<file path="src/verilog/ths_consts.svh">
// constants of the temperature-high and event time stamp block
// assumes inclusion by bare name from the design modules
`ifndef THS_CONSTS_SVH
`define THS_CONSTS_SVH

// ****************************************************
// register byte offsets, capture group codes and high register count on the apb window
// ****************************************************
`define THS_OFF_CTRL 8'h00
`define THS_OFF_STAT 8'h04
`define THS_OFF_THR 8'h08
`define THS_OFF_SEC 8'h0c
`define THS_HI_GRP 3'h2
`define THS_EV_GRP 3'h3
`define THS_HI_REGS 3'h7

// ****************************************************
// control and status bit positions
// ****************************************************
`define THS_B_EVSYNC 4
`define THS_B_EVCLR 8
`define THS_B_HICLR 9
`define THS_B_LOF 0
`define THS_B_HIF 1
`define THS_B_EVF 2

// ****************************************************
// reset values and last bcd hundredths value
// ****************************************************
`define THS_CTRL_RST 9'h000
`define THS_THR_RST 8'h00
`define THS_STAMP_RST 8'h00
`define THS_HUND_LAST 8'h99

// ****************************************************
// timing
// ****************************************************
`define THS_CLK_PERIOD_NS 20
`define THS_HUND_PERIOD_NS 10000000
`define THS_HUND_CYCLES (`THS_HUND_PERIOD_NS / `THS_CLK_PERIOD_NS)

`endif

</file>
<file path="src/verilog/ths_pkg.sv">
// types of the temperature-high and event time stamp block
// assumes ths_consts.svh on the include path
package ths_pkg;

   // calendar snapshot, bcd bytes, year in the top byte
   typedef struct packed {
      logic [7:0] year;
      logic [7:0] month;
      logic [7:0] date;
      logic [7:0] hour;
      logic [7:0] minute;
      logic [7:0] sec;
   } ths_cal_s;

   // full event stamp with hundredths
   typedef struct packed {
      logic [7:0] hund;
      ths_cal_s cal;
   } ths_stamp_s;

   // control register fields, stop in bit 0
   typedef struct packed {
      logic evClr;
      logic evEdge;
      logic evIe;
      logic hiIe;
      logic evSync;
      logic event_overwrite_sel;
      logic hiOw;
      logic hiEn;
      logic stop;
   } ths_ctrl_s;

   // inputs from the temperature sensor logic
   typedef struct packed {
      logic [11:0] temp;
      logic lowEvent;
   } ths_sens_s;

   // start-up sequence for the event pin check
   typedef enum logic [3:0] {
      POR_W1 = 4'b0001,
      POR_W2 = 4'b0010,
      POR_CHK = 4'b0100,
      POR_DONE = 4'b1000
   } ths_por_e;

endpackage

</file>
<file path="src/verilog/ths_sync.sv">
// two flip-flop synchroniser for one asynchronous level
// assumes the input is a pin outside the clk_sys domain
module ths_sync (
   // clock and reset
   input wire logic clk_sys,
   input wire logic rst_n,
   // level in and synchronised level out
   input wire logic din,
   output logic dout
);
   logic meta_ff;

   // first stage feeds only the second
   always_ff @(posedge clk_sys or negedge rst_n) begin
      if (!rst_n) begin
         meta_ff <= 1'b0;
         dout <= 1'b0;
      end else begin
         meta_ff <= din;
         dout <= meta_ff;
      end
   end
endmodule

</file>
<file path="src/verilog/ths_prescale.sv">
// hundredths counter and one second tick
// assumes stop and restart come from logic on clk_sys
`include "ths_consts.svh"

module ths_prescale #(
   parameter int unsigned CYCLES = 500000
) (
   // clock and reset
   input wire logic clk_sys,
   input wire logic rst_n,
   // control
   input wire logic stop,
   input wire logic restart,
   // time base
   output logic [7:0] hund,
   output logic secTick
);
   localparam int W = $clog2(CYCLES + 1);
   localparam logic [W-1:0] LAST = W'(CYCLES - 1);

   logic [W-1:0] cyc_ff;
   logic hundStep;

   // a halted or restarted chain gives no step
   assign hundStep = (cyc_ff == LAST) && !stop && !restart;

   // cycle divider down to 100 hz
   always_ff @(posedge clk_sys or negedge rst_n) begin
      if (!rst_n) begin
         cyc_ff <= '0;
      end else if (stop || restart || cyc_ff == LAST) begin
         cyc_ff <= '0;
      end else begin
         cyc_ff <= cyc_ff + 1'b1;
      end
   end

   // bcd hundredths, cleared by stop and resync
   always_ff @(posedge clk_sys or negedge rst_n) begin
      if (!rst_n) begin
         hund <= 8'h00;
      end else if (stop || restart) begin
         hund <= 8'h00;
      end else if (hundStep) begin
         if (hund == `THS_HUND_LAST) begin
            hund <= 8'h00;
         end else if (hund[3:0] == 4'h9) begin
            hund <= {hund[7:4] + 4'h1, 4'h0};
         end else begin
            hund <= {hund[7:4], hund[3:0] + 4'h1};
         end
      end
   end

   // one pulse per wrap, never on a restart
   always_ff @(posedge clk_sys or negedge rst_n) begin
      if (!rst_n) begin
         secTick <= 1'b0;
      end else begin
         secTick <= hundStep && (hund == `THS_HUND_LAST);
      end
   end
endmodule

</file>
<file path="src/verilog/ths_stamp_top.sv">
// temperature-high and external event time stamp block, apb slave
// assumes calendar and sensor logic on clk_sys; event pin asynchronous
//
// Operation
// - high stamping only while high enable set
// - each second compare temperature byte against threshold
// - overwrite off: keep first high event only
// - overwrite on: every high event replaces stamp
// - high count increments on every high event
// - high clear zeroes stamps, count, flag
// - reset clears all high capture registers
// - stop halts tick, so no comparisons
// - first high capture needs all registers zero
// - any status write clears high, low flags
// - high event sets flag; irq if enabled
// - host reads of captures defer their update
// - resynchronising never emits an extra tick
// - seconds write or synced event clears hundredths
// - every external event captures the time
// - overwrite off: keep first external event only
// - overwrite on replaces; count always increments
// - each event clear write zeroes eight registers
// - reset clears event captures when pin high
// - event first decision uses zero count only
// - synced event: capture, clear hundredths, drop sync
// - external event sets flag; irq if enabled
//
// The register addresses and the APB register port were left to the implementer.
`include "ths_consts.svh"

module ths_stamp_top #(
   parameter int unsigned HUND_CYCLES = `THS_HUND_CYCLES
) (
   // clock and reset
   input wire logic clk_sys,
   input wire logic rst_n,
   // apb slave
   input wire logic psel,
   input wire logic penable,
   input wire logic pwrite,
   input wire logic [31:0] paddr,
   input wire logic [31:0] pwdata,
   output logic [31:0] prdata,
   output logic pready,
   output logic pslverr,
   // external event pin
   input wire logic evPin,
   // sensor and calendar
   input wire ths_pkg::ths_sens_s sens,
   input wire ths_pkg::ths_cal_s calNow,
   output logic secTick,
   output logic secWrStb,
   output logic [7:0] secWrData,
   // interrupt request, active high
   output logic intReq
);
   import ths_pkg::*;

   // ****************************************************
   // declarations
   // ****************************************************
   ths_ctrl_s ctrl_ff;
   ths_por_e por_ff;
   ths_cal_s hiStamp_ff;
   ths_cal_s hiSnap_ff;
   ths_stamp_s evStamp_ff;
   ths_stamp_s evSnap_ff;
   logic [7:0] thr_ff;
   logic [7:0] hiCnt_ff;
   logic [7:0] evCnt_ff;
   logic [7:0] hund;
   logic [31:0] prdata_ff;
   logic [31:0] rdData;
   logic [55:0] hiVec;
   logic [63:0] evVec;
   logic pready_ff, pslverr_ff, secWrStb_ff, intReq_ff;
   logic [7:0] secWrData_ff;
   logic hiFlag_ff, loFlag_ff, evFlag_ff;
   logic hiPend_ff, evPend_ff, evPrev_ff;
   logic setup, wrAcc, aligned, rdHit, wrHit;
   logic wrCtrl, wrStat, wrThr, wrSec;
   logic hiClrPulse, evClrPulse, evClrAll, porClr;
   logic hiRdBlk, evRdBlk, hiDet, evDet, evIn;
   logic hiApply, evApply, hiFirst, restart;

   // ****************************************************
   // time base and pin synchroniser
   // ****************************************************
   ths_prescale #(
      .CYCLES(HUND_CYCLES)
   ) u_presc (
      .clk_sys(clk_sys),
      .rst_n(rst_n),
      .stop(ctrl_ff.stop),
      .restart(restart),
      .hund(hund),
      .secTick(secTick)
   );

   ths_sync u_evsync (
      .clk_sys(clk_sys),
      .rst_n(rst_n),
      .din(evPin),
      .dout(evIn)
   );

   // ****************************************************
   // apb decode
   // ****************************************************
   // setup phase, access edge and word alignment
   assign setup = psel && !penable;
   assign wrAcc = psel && penable && pready_ff && pwrite;
   assign aligned = (paddr[31:8] == 24'h0) && (paddr[1:0] == 2'b00);
   assign wrCtrl = wrAcc && aligned && paddr[7:0] == `THS_OFF_CTRL;
   assign wrStat = wrAcc && aligned && paddr[7:0] == `THS_OFF_STAT;
   assign wrThr = wrAcc && aligned && paddr[7:0] == `THS_OFF_THR;
   assign wrSec = wrAcc && aligned && paddr[7:0] == `THS_OFF_SEC;
   assign wrHit = aligned && (paddr[7:0] == `THS_OFF_CTRL || paddr[7:0] == `THS_OFF_STAT
                  || paddr[7:0] == `THS_OFF_THR || paddr[7:0] == `THS_OFF_SEC);
   assign hiClrPulse = wrCtrl && pwdata[`THS_B_HICLR];
   assign evClrPulse = wrCtrl && pwdata[`THS_B_EVCLR];

   // host reads of a capture group hold that group
   assign hiRdBlk = psel && !pwrite && aligned && paddr[7:5] == `THS_HI_GRP;
   assign evRdBlk = psel && !pwrite && aligned && paddr[7:5] == `THS_EV_GRP;

   // capture groups as byte vectors, count in byte 0
   assign hiVec = {hiStamp_ff, hiCnt_ff};
   assign evVec = {evStamp_ff.cal, evStamp_ff.hund, evCnt_ff};

   // read mux
   always_comb begin
      rdData = 32'h0000_0000;
      rdHit = aligned;
      if (aligned && paddr[7:5] == `THS_HI_GRP) begin
         if (paddr[4:2] < `THS_HI_REGS) begin
            rdData[7:0] = hiVec[{paddr[4:2], 3'b000} +: 8];
         end else begin
            rdHit = 1'b0;
         end
      end else if (aligned && paddr[7:5] == `THS_EV_GRP) begin
         rdData[7:0] = evVec[{paddr[4:2], 3'b000} +: 8];
      end else begin
         unique case (paddr[7:0])
            `THS_OFF_CTRL: rdData[8:0] = ctrl_ff; // high clear reads 0
            `THS_OFF_STAT: rdData[2:0] = {evFlag_ff, hiFlag_ff, loFlag_ff};
            `THS_OFF_THR: rdData[7:0] = thr_ff;
            `THS_OFF_SEC: rdData[7:0] = calNow.sec;
            default: rdHit = 1'b0;
         endcase
      end
   end

   // zero-wait answer: ready in the first access cycle
   always_ff @(posedge clk_sys or negedge rst_n) begin
      if (!rst_n) begin
         pready_ff <= 1'b0;
         pslverr_ff <= 1'b0;
         prdata_ff <= 32'h0000_0000;
      end else begin
         pready_ff <= setup;
         pslverr_ff <= setup && (pwrite ? !wrHit : !rdHit);
         if (setup && !pwrite) begin
            prdata_ff <= rdData;
         end
      end
   end

   // ****************************************************
   // control, threshold and seconds write
   // ****************************************************
   // control fields; a written sync enable beats the auto clear
   always_ff @(posedge clk_sys or negedge rst_n) begin
      if (!rst_n) begin
         ctrl_ff <= `THS_CTRL_RST;
      end else if (wrCtrl) begin
         ctrl_ff <= pwdata[8:0];
      end else if (evDet && ctrl_ff.evSync) begin
         ctrl_ff.evSync <= 1'b0;
      end
   end

   // threshold register
   always_ff @(posedge clk_sys or negedge rst_n) begin
      if (!rst_n) begin
         thr_ff <= `THS_THR_RST;
      end else if (wrThr) begin
         thr_ff <= pwdata[7:0];
      end
   end

   // seconds write handed to the calendar
   always_ff @(posedge clk_sys or negedge rst_n) begin
      if (!rst_n) begin
         secWrStb_ff <= 1'b0;
         secWrData_ff <= 8'h00;
      end else begin
         secWrStb_ff <= wrSec;
         if (wrSec) begin
            secWrData_ff <= pwdata[7:0];
         end
      end
   end

   // resync: seconds write or event with sync enabled
   assign restart = wrSec || (evDet && ctrl_ff.evSync);

   // ****************************************************
   // high temperature channel
   // ****************************************************
   // compare once per tick while enabled
   assign hiDet = secTick && ctrl_ff.hiEn && (sens.temp[11:4] > thr_ff);
   assign hiApply = hiPend_ff && !hiRdBlk && !hiClrPulse;
   assign hiFirst = (hiCnt_ff == 8'h00) && (hiStamp_ff == '0);

   // snapshot at detection, held while a read blocks
   always_ff @(posedge clk_sys or negedge rst_n) begin
      if (!rst_n) begin
         hiPend_ff <= 1'b0;
         hiSnap_ff <= '0;
      end else if (hiDet) begin
         hiPend_ff <= 1'b1;
         hiSnap_ff <= calNow;
      end else if (hiApply || hiClrPulse) begin
         hiPend_ff <= 1'b0;
      end
   end

   // high capture registers and count
   always_ff @(posedge clk_sys or negedge rst_n) begin
      if (!rst_n) begin
         hiCnt_ff <= `THS_STAMP_RST;
         hiStamp_ff <= '0;
      end else if (hiClrPulse) begin
         hiCnt_ff <= `THS_STAMP_RST;
         hiStamp_ff <= '0;
      end else if (hiApply) begin
         hiCnt_ff <= hiCnt_ff + 8'h01;
         if (ctrl_ff.hiOw || hiFirst) begin
            hiStamp_ff <= hiSnap_ff;
         end
      end
   end

   // ****************************************************
   // external event channel
   // ****************************************************
   // start-up: look at the pin once it is synchronised
   always_ff @(posedge clk_sys or negedge rst_n) begin
      if (!rst_n) begin
         por_ff <= POR_W1;
      end else begin
         unique case (por_ff)
            POR_W1: por_ff <= POR_W2;
            POR_W2: por_ff <= POR_CHK;
            POR_CHK: por_ff <= POR_DONE;
            POR_DONE: por_ff <= POR_DONE;
            default: por_ff <= POR_W1;
         endcase
      end
   end

   assign porClr = (por_ff == POR_CHK) && evIn;
   assign evClrAll = evClrPulse || porClr;

   // edge detect on the synchronised pin, chosen polarity
   always_ff @(posedge clk_sys or negedge rst_n) begin
      if (!rst_n) begin
         evPrev_ff <= 1'b0;
      end else begin
         evPrev_ff <= evIn;
      end
   end

   assign evDet = (por_ff == POR_DONE)
                  && (ctrl_ff.evEdge ? (evIn && !evPrev_ff) : (!evIn && evPrev_ff));
   assign evApply = evPend_ff && !evRdBlk && !evClrAll;

   // snapshot before the hundredths clear; a tick cycle reads as 99
   always_ff @(posedge clk_sys or negedge rst_n) begin
      if (!rst_n) begin
         evPend_ff <= 1'b0;
      end else if (evDet) begin
         evPend_ff <= 1'b1;
      end else if (evApply || evClrAll) begin
         evPend_ff <= 1'b0;
      end
   end

   // event snapshot data, no reset needed
   always_ff @(posedge clk_sys) begin
      if (evDet) begin
         evSnap_ff.hund <= secTick ? `THS_HUND_LAST : hund;
         evSnap_ff.cal <= calNow;
      end
   end

   // event capture registers keep contents over reset unless the start-up check sees the pin high
   always_ff @(posedge clk_sys) begin
      if (evClrAll) begin
         evCnt_ff <= `THS_STAMP_RST;
         evStamp_ff <= '0;
      end else if (evApply) begin
         evCnt_ff <= evCnt_ff + 8'h01;
         if (ctrl_ff.event_overwrite_sel || evCnt_ff == 8'h00) begin
            evStamp_ff <= evSnap_ff;
         end
      end
   end

   // ****************************************************
   // flags and interrupt
   // ****************************************************
   // a new event wins over any clear in the same cycle
   always_ff @(posedge clk_sys or negedge rst_n) begin
      if (!rst_n) begin
         hiFlag_ff <= 1'b0;
         loFlag_ff <= 1'b0;
         evFlag_ff <= 1'b0;
      end else begin
         if (hiDet) begin
            hiFlag_ff <= 1'b1;
         end else if (wrStat || hiClrPulse) begin
            hiFlag_ff <= 1'b0;
         end
         if (sens.lowEvent) begin
            loFlag_ff <= 1'b1;
         end else if (wrStat) begin
            loFlag_ff <= 1'b0;
         end
         if (evDet) begin
            evFlag_ff <= 1'b1;
         end else if (wrStat && !pwdata[`THS_B_EVF]) begin
            evFlag_ff <= 1'b0;
         end
      end
   end

   // interrupt from enabled flags
   always_ff @(posedge clk_sys or negedge rst_n) begin
      if (!rst_n) begin
         intReq_ff <= 1'b0;
      end else begin
         intReq_ff <= (hiFlag_ff && ctrl_ff.hiIe) || (evFlag_ff && ctrl_ff.evIe);
      end
   end

   // outputs straight from flip-flops
   assign prdata = prdata_ff;
   assign pready = pready_ff;
   assign pslverr = pslverr_ff;
   assign secWrStb = secWrStb_ff;
   assign secWrData = secWrData_ff;
   assign intReq = intReq_ff;
endmodule

</file>
<file path="config.mk">
export PLATFORM = sky130hd
export DESIGN_NAME = ths_stamp_top
export DESIGN_NICKNAME = d
export VERILOG_FILES = /design/src/verilog/ths_pkg.sv /design/src/verilog/ths_sync.sv /design/src/verilog/ths_prescale.sv /design/src/verilog/ths_stamp_top.sv
export VERILOG_INCLUDE_DIRS = /design/src /design/src/verilog
export SDC_FILE = /design/constraint.sdc
export NUM_CORES = 1
export LEC_CHECK = 0
export BUFFER_PORTS_ARGS = -buffer_cell sky130_fd_sc_hd__buf_2
export CORE_MARGIN = 1.5
export CORE_UTILIZATION = 40
export DETAILED_ROUTE_END_ITERATION = 8
export GPL_ROUTABILITY_DRIVEN = 0
export GPL_TIMING_DRIVEN = 0
export SLEW_MARGIN = 0
export SYNTH_ARGS = -nofsm -noshare
export SYNTH_HDL_FRONTEND = slang
export SYNTH_SLANG_ARGS = --single-unit
export TNS_END_PERCENT = 5
</file>
<file path="constraint.sdc">
create_clock -name clk_sys -period 2.9 [get_ports clk_sys]
set_input_delay 0.435 -clock clk_sys [delete_from_list [all_inputs] [get_ports clk_sys]]
set_output_delay 0.435 -clock clk_sys [all_outputs]
set_load 0.02 [all_outputs]
</file>
==> results of run 1 <==
==> routing by layer <==
layer / up-vias / GRT usage (%) / share of wire [%]
met5: - / 0 / 0
met3: 109 / 4.01 / 7.4
met2: 407 / 35.2 / 46
li1: 4843 / - / -
met1: 5278 / 31.4 / 43
met4: 0 / 9.02 / 4.1
==> worst max-delay path, stage by stage (launching register included) <==
cell       delay, ns
dfrtp_1         0.39
inv_1           0.06
ha_1            0.28
nor2b_1         0.13
o21a_1          0.16
o2111ai_1       0.20
a31o_2          0.36
clkbuf_1        0.69
mux2_2          0.41
==> placed cells by master, fill, tap and decap left out, types with 4 or more instances in the layout <==
cell type,Yosys,final
dfxtp_1,64,64
nand4_1,16,16
clkbuf_8,0,7
or3_1,11,11
buf_4,23,23
edfxtp_1,56,56
and3_1,6,6
o21ai_1,4,4
o211ai_1,11,11
dfrtp_1,181,181
a22oi_1,51,51
a22o_1,4,4
clkbuf_16,0,35
and4_1,8,8
nor3_1,8,8
nor4_1,23,23
nor4b_1,6,6
inv_1,30,29
buf_2,19,140
a21oi_1,87,87
mux4_2,26,26
nand2_1,155,155
ha_1,17,17
or2_2,5,5
or4_1,4,4
nand3_1,66,66
nor2b_1,9,9
a31oi_1,9,9
xnor2_1,16,16
o21ai_0,65,65
conb_1,1,23
xor2_1,8,8
clkbuf_1,59,70
clkbuf_2,0,4
nor2_1,49,49
mux2i_1,9,9
mux2_2,82,82
==> worst max path at each step <==
| stage | from | end | cells after the start |
|---|---|---|---|
| after global placement | rst_n | hiSnap_ff[27]$_DFFE_PN0P_ | 1 |
| after detailed placement | paddr[3] | prdata[1]$_DFFE_PN0P_ | 6 |
| final | thr_ff[1]$_DFFE_PN0P_ | hiSnap_ff[46]$_DFFE_PN0P_ | 8 |
| after CTS | paddr[15] | hiStamp_ff[38]$_DFFE_PN0P_ | 7 |
| after global routing | paddr[3] | u_presc.cyc_ff[16]$_DFF_PN0_ | 7 |
| after floorplan | por_ff[1]$_DFF_PN0_ | evSnap_ff[0]$_DFFE_PP_ | 3 |
==> cell families (layout without fill, tap and decap cells) <==
| group | count (synthesis) | in the layout | synth area share, % |
|---|---|---|---|
| simple gates | 379 | 379 | 13.6 |
| compound gates | 263 | 263 | 11.8 |
| flops | 302 | 302 | 55.2 |
| fa+ha+maj | 17 | 17 | 1.56 |
| buf+inv | 135 | 322 | 4.53 |
| other cells | 1 | 23 | 0.0275 |
| mux | 117 | 117 | 11.7 |
| xor+xnor | 24 | 24 | 1.54 |
==> layout make-up <==
| class | instances | area (um2) |
|---|---|---|
| sequential | 302 | 7520 |
| clock inverter | 6 | 57.6 |
| fill | 3149 | 17500 |
| multi-input combinational | 823 | 5590 |
| buffer | 105 | 509 |
| tap | 448 | 561 |
| inverter | 30 | 113 |
| clock buffer | 56 | 1020 |
| timing repair buffer | 125 | 678 |
==> synth_stat cells (all sizes together) (5+ instances only) <==
cell,number
a21oi,87
a22oi,51
a31oi,9
and3,6
and4,8
buf,46
clkbuf,59
dfrtp,181
dfxtp,64
edfxtp,56
ha,17
inv,30
mux2,82
mux2i,9
mux4,26
nand2,155
nand3,67
nand4,16
nor2,50
nor2b,9
nor3,8
nor4,25
nor4b,6
o211ai,12
o21ai,69
or2,5
or3,11
xnor2,16
xor2,8
==> registers in the layout, summed over array words and instances, names as in the netlist, 4 cells and up <==
register and count:
por_ff 4, evSnap_ff 56, evCnt_ff 8, hiCnt_ff 8
u_presc.hund 8, hiStamp_ff 48, thr_ff 8, hiSnap_ff 48
ctrl_ff 9, evStamp_ff 56, secWrData 8, prdata 9
u_presc.cyc_ff 19
==> power breakdown <==
part	switching [W]	leakage, nW	total, W	internal (W)
clock network	0.00171	0.522	0.00414	0.00243
logic	0.000517	3.02	0.000929	0.000413
registers	0.000247	3.52	0.00484	0.00460
total	0.00248	7.06	0.00992	0.00744
==> stage by stage <==
| step | total power (W) | area (um2) |
|---|---|---|
| after floorplan | 0.00543 | 13700 |
| after global placement | 0.00581 | 14900 |
| after detailed placement | 0.00585 | 14900 |
| after CTS | 0.0100 | 16000 |
| after global routing | 0.0103 | 16100 |
| final | 0.00992 | 16100 |
==> timing repair <==
| action | in CTS | in global routing |
|---|---|---|
| endpoints found under the setup margin | 5 | 62 |
| cloned | 0 | 0 |
| endpoints found under the hold margin | 68 | 0 |
| gates resized for setup | 1 | 9 |
| hold buffers | 1 | 0 |
==> results.sh, run 1 <==
export IMPL_avgViaCountPerCell=5.61
export IMPL_reg2reg_depth=8
export IMPL_diodes=0
export IMPL_hp_class="in -> reg"
export IMPL_path_clk_slew_ns=0.06
export IMPL_vias=10637
export IMPL_ys_seq_elements=302
export IMPL_finalMaxSlewViolations=0
export IMPL_layout_setup_ws_ns=0.0795
export IMPL_cp_start_kind="register"
export IMPL_cts_root_buf="clkbuf_16"
export IMPL_grt_pass1_vias=10273
export IMPL_holdPathEnd="u_evsync.meta_ff$_DFF_PN0_"
export IMPL_wl_per_cell_um=21.2
export IMPL_worstReg2RegEnd="hiSnap_ff[46]$_DFFE_PN0P_"
export IMPL_worstSetupPathType="reg -> reg"
export IMPL_ios=176
export IMPL_gr_total_overflow=0
export IMPL_yosysTopAreaCellShare_pct=33.3
export IMPL_synth_area_leader_cell="dfrtp_1"
export IMPL_ys_warn_count=0
export IMPL_avgSynthCellArea_um2=11.0
export IMPL_h_tree_depth=2
export IMPL_hold_depth=1
export IMPL_clkLatencyLatePin_ns=0.52
export IMPL_reg2reg_setup_slack_ns=0.08
export IMPL_post_place_ws_ns=-0.409
export IMPL_fin_setup_tns_ns=0
export IMPL_timing_rr_start="thr_ff[1]$_DFFE_PN0P_"
export IMPL_clock_tree_buffer_depth=3
export IMPL_dp_cells=1832
export IMPL_ys_flop_type="dfrtp_1"
export IMPL_required_ns=3.29
export IMPL_post_route_util_pct=47.9
export IMPL_synth_edf_count=56
export IMPL_async_reset_ff_share_pct=60.3
export IMPL_finalNonFillerCells=1895
export IMPL_dp_hpwl_mm=29.8
export IMPL_coreArea_mm2=0.0335
export IMPL_syn_area_mm2=0.0136
export IMPL_drc_errors=0
export IMPL_port_buffers=122
export IMPL_totalWireLength_mm=40.2
export IMPL_fmax_mhz=355
export IMPL_ant_nets=0
export IMPL_drive_above_1_share_pct=23.6
export IMPL_vdd_ir_drop_worst_uv=346
export IMPL_initial_utilization_pct=40.6
export IMPL_final_nets=1570
export IMPL_synth_area_leaders="dfrtp_1 33%, edfxtp_1 12%, dfxtp_1 9.4%"
export IMPL_rows=67
export IMPL_fp_dieH_um=188
export IMPL_cts_tree="done"
export IMPL_period_share_pct=97.3
export IMPL_syn_inst=1238
export IMPL_rsz0062_at_grt="yes"
export IMPL_fin_hold_ws_ns=0.0193
export IMPL_slew_headroom_pct=39.8
export IMPL_tightest_slew_ns=0.899
export IMPL_hold_start="evPin"
export IMPL_end_kind="register"
export IMPL_max_cap_violations=0
export IMPL_cts_made_buffers=35
export IMPL_crit_fanout=10
export IMPL_setup_viol=0
export IMPL_ys_types=63
export IMPL_syn2layout_area_growth_pct=17.9
export IMPL_status="complete, no violations"
export IMPL_hold_violations=0
export IMPL_drtIter0Drc=1032
export IMPL_grtUsageTotal_pct=22.6
export IMPL_die_w_um=188
export IMPL_finalCriticalPeriod_ns=2.82
export IMPL_grt_first_pass_wirelength_mm=61.1
export IMPL_fin_worst_skew_ns=0.0273
export IMPL_cp_arrival_ns=3.21
export IMPL_dieArea_mm2=0.0352
export IMPL_p_leak_nw=7.06
export IMPL_firstDrtPassIters=5
export IMPL_antenna_found_initial=0
export IMPL_clock_sinks=302
export IMPL_cts_setup_buffers=0
export IMPL_synth_seq_area_share_pct=55.2
export IMPL_grt_max_degree=114
export IMPL_powerDensity_mw_per_mm2=618
No activity file was read; power rests on OpenSTA's default activity.
==> run 2, diff against run 1 <==
==> constraint.sdc (replaced) <==
create_clock -name clk_sys -period 2.8 [get_ports clk_sys]
set_input_delay 0.42 -clock clk_sys [delete_from_list [all_inputs] [get_ports clk_sys]]
set_output_delay 0.42 -clock clk_sys [all_outputs]
set_load 0.02 [all_outputs]
==> run 2 against run 1 <==
Sequential cell count did not move. Wire length hardly changed. First-iteration DRC count decreased by 1.3%. Utilization rose by 0.12 points. Largest cell class unchanged. Sequential power grew 4%. Register-to-register slack got worse by 0.05 ns.
==> results.sh, run 2 (synthesis gave the netlist of run 1 again) <==
export IMPL_status="complete, no violations"
export IMPL_cts_tree="done"
export IMPL_wl_per_cell_um=21.2
export IMPL_coreArea_mm2=0.0335
export IMPL_timing_rr_start="thr_ff[1]$_DFFE_PN0P_"
export IMPL_final_common_cell="dfrtp_1"
export IMPL_firstDrtPassIters=5
export IMPL_critPathBufInv=2
export IMPL_cp_arrival_ns=3.16
export IMPL_cts_made_buffers=35
export IMPL_fin_worst_skew_ns=0.0279
export IMPL_hp_class="in -> reg"
export IMPL_hold_violations=0
export IMPL_tightest_slew_ns=0.894
export IMPL_port_buffers=122
export IMPL_slew_headroom_pct=40.1
export IMPL_worst_path_dominant_cell_family="compound AO/OA/AOI/OAI gates"
export IMPL_p_leak_nw=7.07
export IMPL_finalPower_w=0.0103
export IMPL_clkLatencyLatePin_ns=0.52
export IMPL_mostFrequentLayoutCells="181 x dfrtp_1, 155 x nand2_1, 140 x buf_2"
export IMPL_clock_sinks=302
export IMPL_grt_max_degree=114
export IMPL_fmax_mhz=361
export IMPL_critPathSlowestCell="clkbuf_1"
export IMPL_period_share_pct=99.0
export IMPL_cts_setup_buffers=0
export IMPL_dpl_instance_area_mm2=0.0149
export IMPL_startpoint="thr_ff[1]$_DFFE_PN0P_"
export IMPL_syn2layout_area_growth_pct=18.2
export IMPL_drtIter0Drc=1019
export IMPL_vias=10577
export IMPL_post_route_util_pct=48.0
export IMPL_max_stage_delay_ns=0.64
export IMPL_finalMaxSlewViolations=0
export IMPL_antenna_found_initial=0
export IMPL_design_area_mm2=0.0161
export IMPL_rsz0062_at_grt="yes"
export IMPL_grt_first_pass_wirelength_mm=61.1
export IMPL_fin_hold_ws_ns=0.0798
export IMPL_required_ns=3.19
export IMPL_cp_start_kind="register"
export IMPL_vdd_ir_drop_worst_uv=359
export IMPL_gr_total_overflow=0
export IMPL_initial_utilization_pct=40.6
export IMPL_final_nets=1571
export IMPL_hold_start="sens[0]"
export IMPL_avgViaCountPerCell=5.58
export IMPL_ios=176
export IMPL_cts_root_buf="clkbuf_16"
export IMPL_diodes=0
export IMPL_path_clk_slew_ns=0.06
export IMPL_fin_setup_tns_ns=0
export IMPL_ant_nets=0
export IMPL_clock_tree_buffer_depth=3
export IMPL_dieArea_mm2=0.0352
export IMPL_end_kind="register"
export IMPL_totalWireLength_mm=40.2
export IMPL_fp_dieH_um=188
export IMPL_drive_above_1_share_pct=24.0
export IMPL_setup_viol=0
export IMPL_biggestRegsByFlops="evSnap_ff x56, evStamp_ff x56"
export IMPL_grt_pass1_vias=10275
export IMPL_h_tree_depth=2
export IMPL_cp_cell_sequence="inv_1, ha_1, nor2b_1, o21a_1, o2111ai_1, a31o_2, clkbuf_1, mux2_2"
export IMPL_grtUsageTotal_pct=22.6
export IMPL_die_w_um=188
export IMPL_crit_fanout=10
export IMPL_finalCriticalPeriod_ns=2.77
export IMPL_dp_hpwl_mm=29.8
export IMPL_drc_errors=0
export IMPL_powerDensity_mw_per_mm2=639
export IMPL_max_cap_violations=0
export IMPL_worstSetupPathType="reg -> reg"
export IMPL_rows=67
==> run 2: changes by cell type in the layout (fill, tap and decap cells not counted), sizes merged <==
cell         before  now
dlygate4sd3       1    2
buf             169  170
clkbuf          116  115
==> run 2: timing repair <==
action | CTS | global route
setup endpoints to repair | 20 | 111
hold buffers | 2 | 0
gates resized for setup | 1 | 21
endpoints found under the hold margin | 69 | 0
==> run 2: worst paths after layout <==
path / endpoint / slack, ns / cells after the start
max reg2reg: hiSnap_ff[10]$_DFFE_PN0P_ / 0.03 / 8
min in group asynchronous: secWrData[4]$_DFFE_PN0P_ / 0.44 / 2
min reg2reg: u_evsync.dout$_DFF_PN0_ / 0.35 / 0
max in group asynchronous: hiStamp_ff[45]$_DFFE_PN0P_ / 1.38 / 3
max: hiSnap_ff[10]$_DFFE_PN0P_ / 0.03 / 8
min: loFlag_ff$_DFFE_PN0P_ / 0.08 / 2
==> run 2: metal layers <==
layer  vias up  routed length (um)  GRT usage (%)
met2       415               18200           35.2
met4         0                1630           9.02
met5         -                   0              0
li1       4849                   -              -
met3       101                3000           4.01
met1      5212               17300           31.4
==> run 2: area by class of cell <==
| cell class | count | area (um2) |
|---|---|---|
| plain buffers | 105 | 513 |
| clock buffers | 56 | 1020 |
| clock inverters | 6 | 57.6 |
| fillers | 3146 | 17400 |
| inverters | 30 | 113 |
| multi-input cells | 823 | 5620 |
| flip-flops and latches | 302 | 7520 |
| well taps | 448 | 561 |
| repair buffers | 126 | 688 |
==> run 2: report_power, final <==
group / internal [W] / leakage [nW] / switching (W)
Clock: 0.00252 / 0.522 / 0.00178
Sequential: 0.00476 / 3.52 / 0.000257
Combinational: 0.000429 / 3.03 / 0.000534
Total: 0.00771 / 7.07 / 0.00257
==> run 2: through the flow <==
stage / std cells / worst slack (ns)
2_1_floorplan: 1260 / 0.392
3_3_place_gp: 1830 / -1.74
3_5_place_dp: 1832 / -0.494
4_1_cts: 1896 / 0.0157
5_1_grt: 1896 / -0.0562
6_report: 1896 / 0.0292
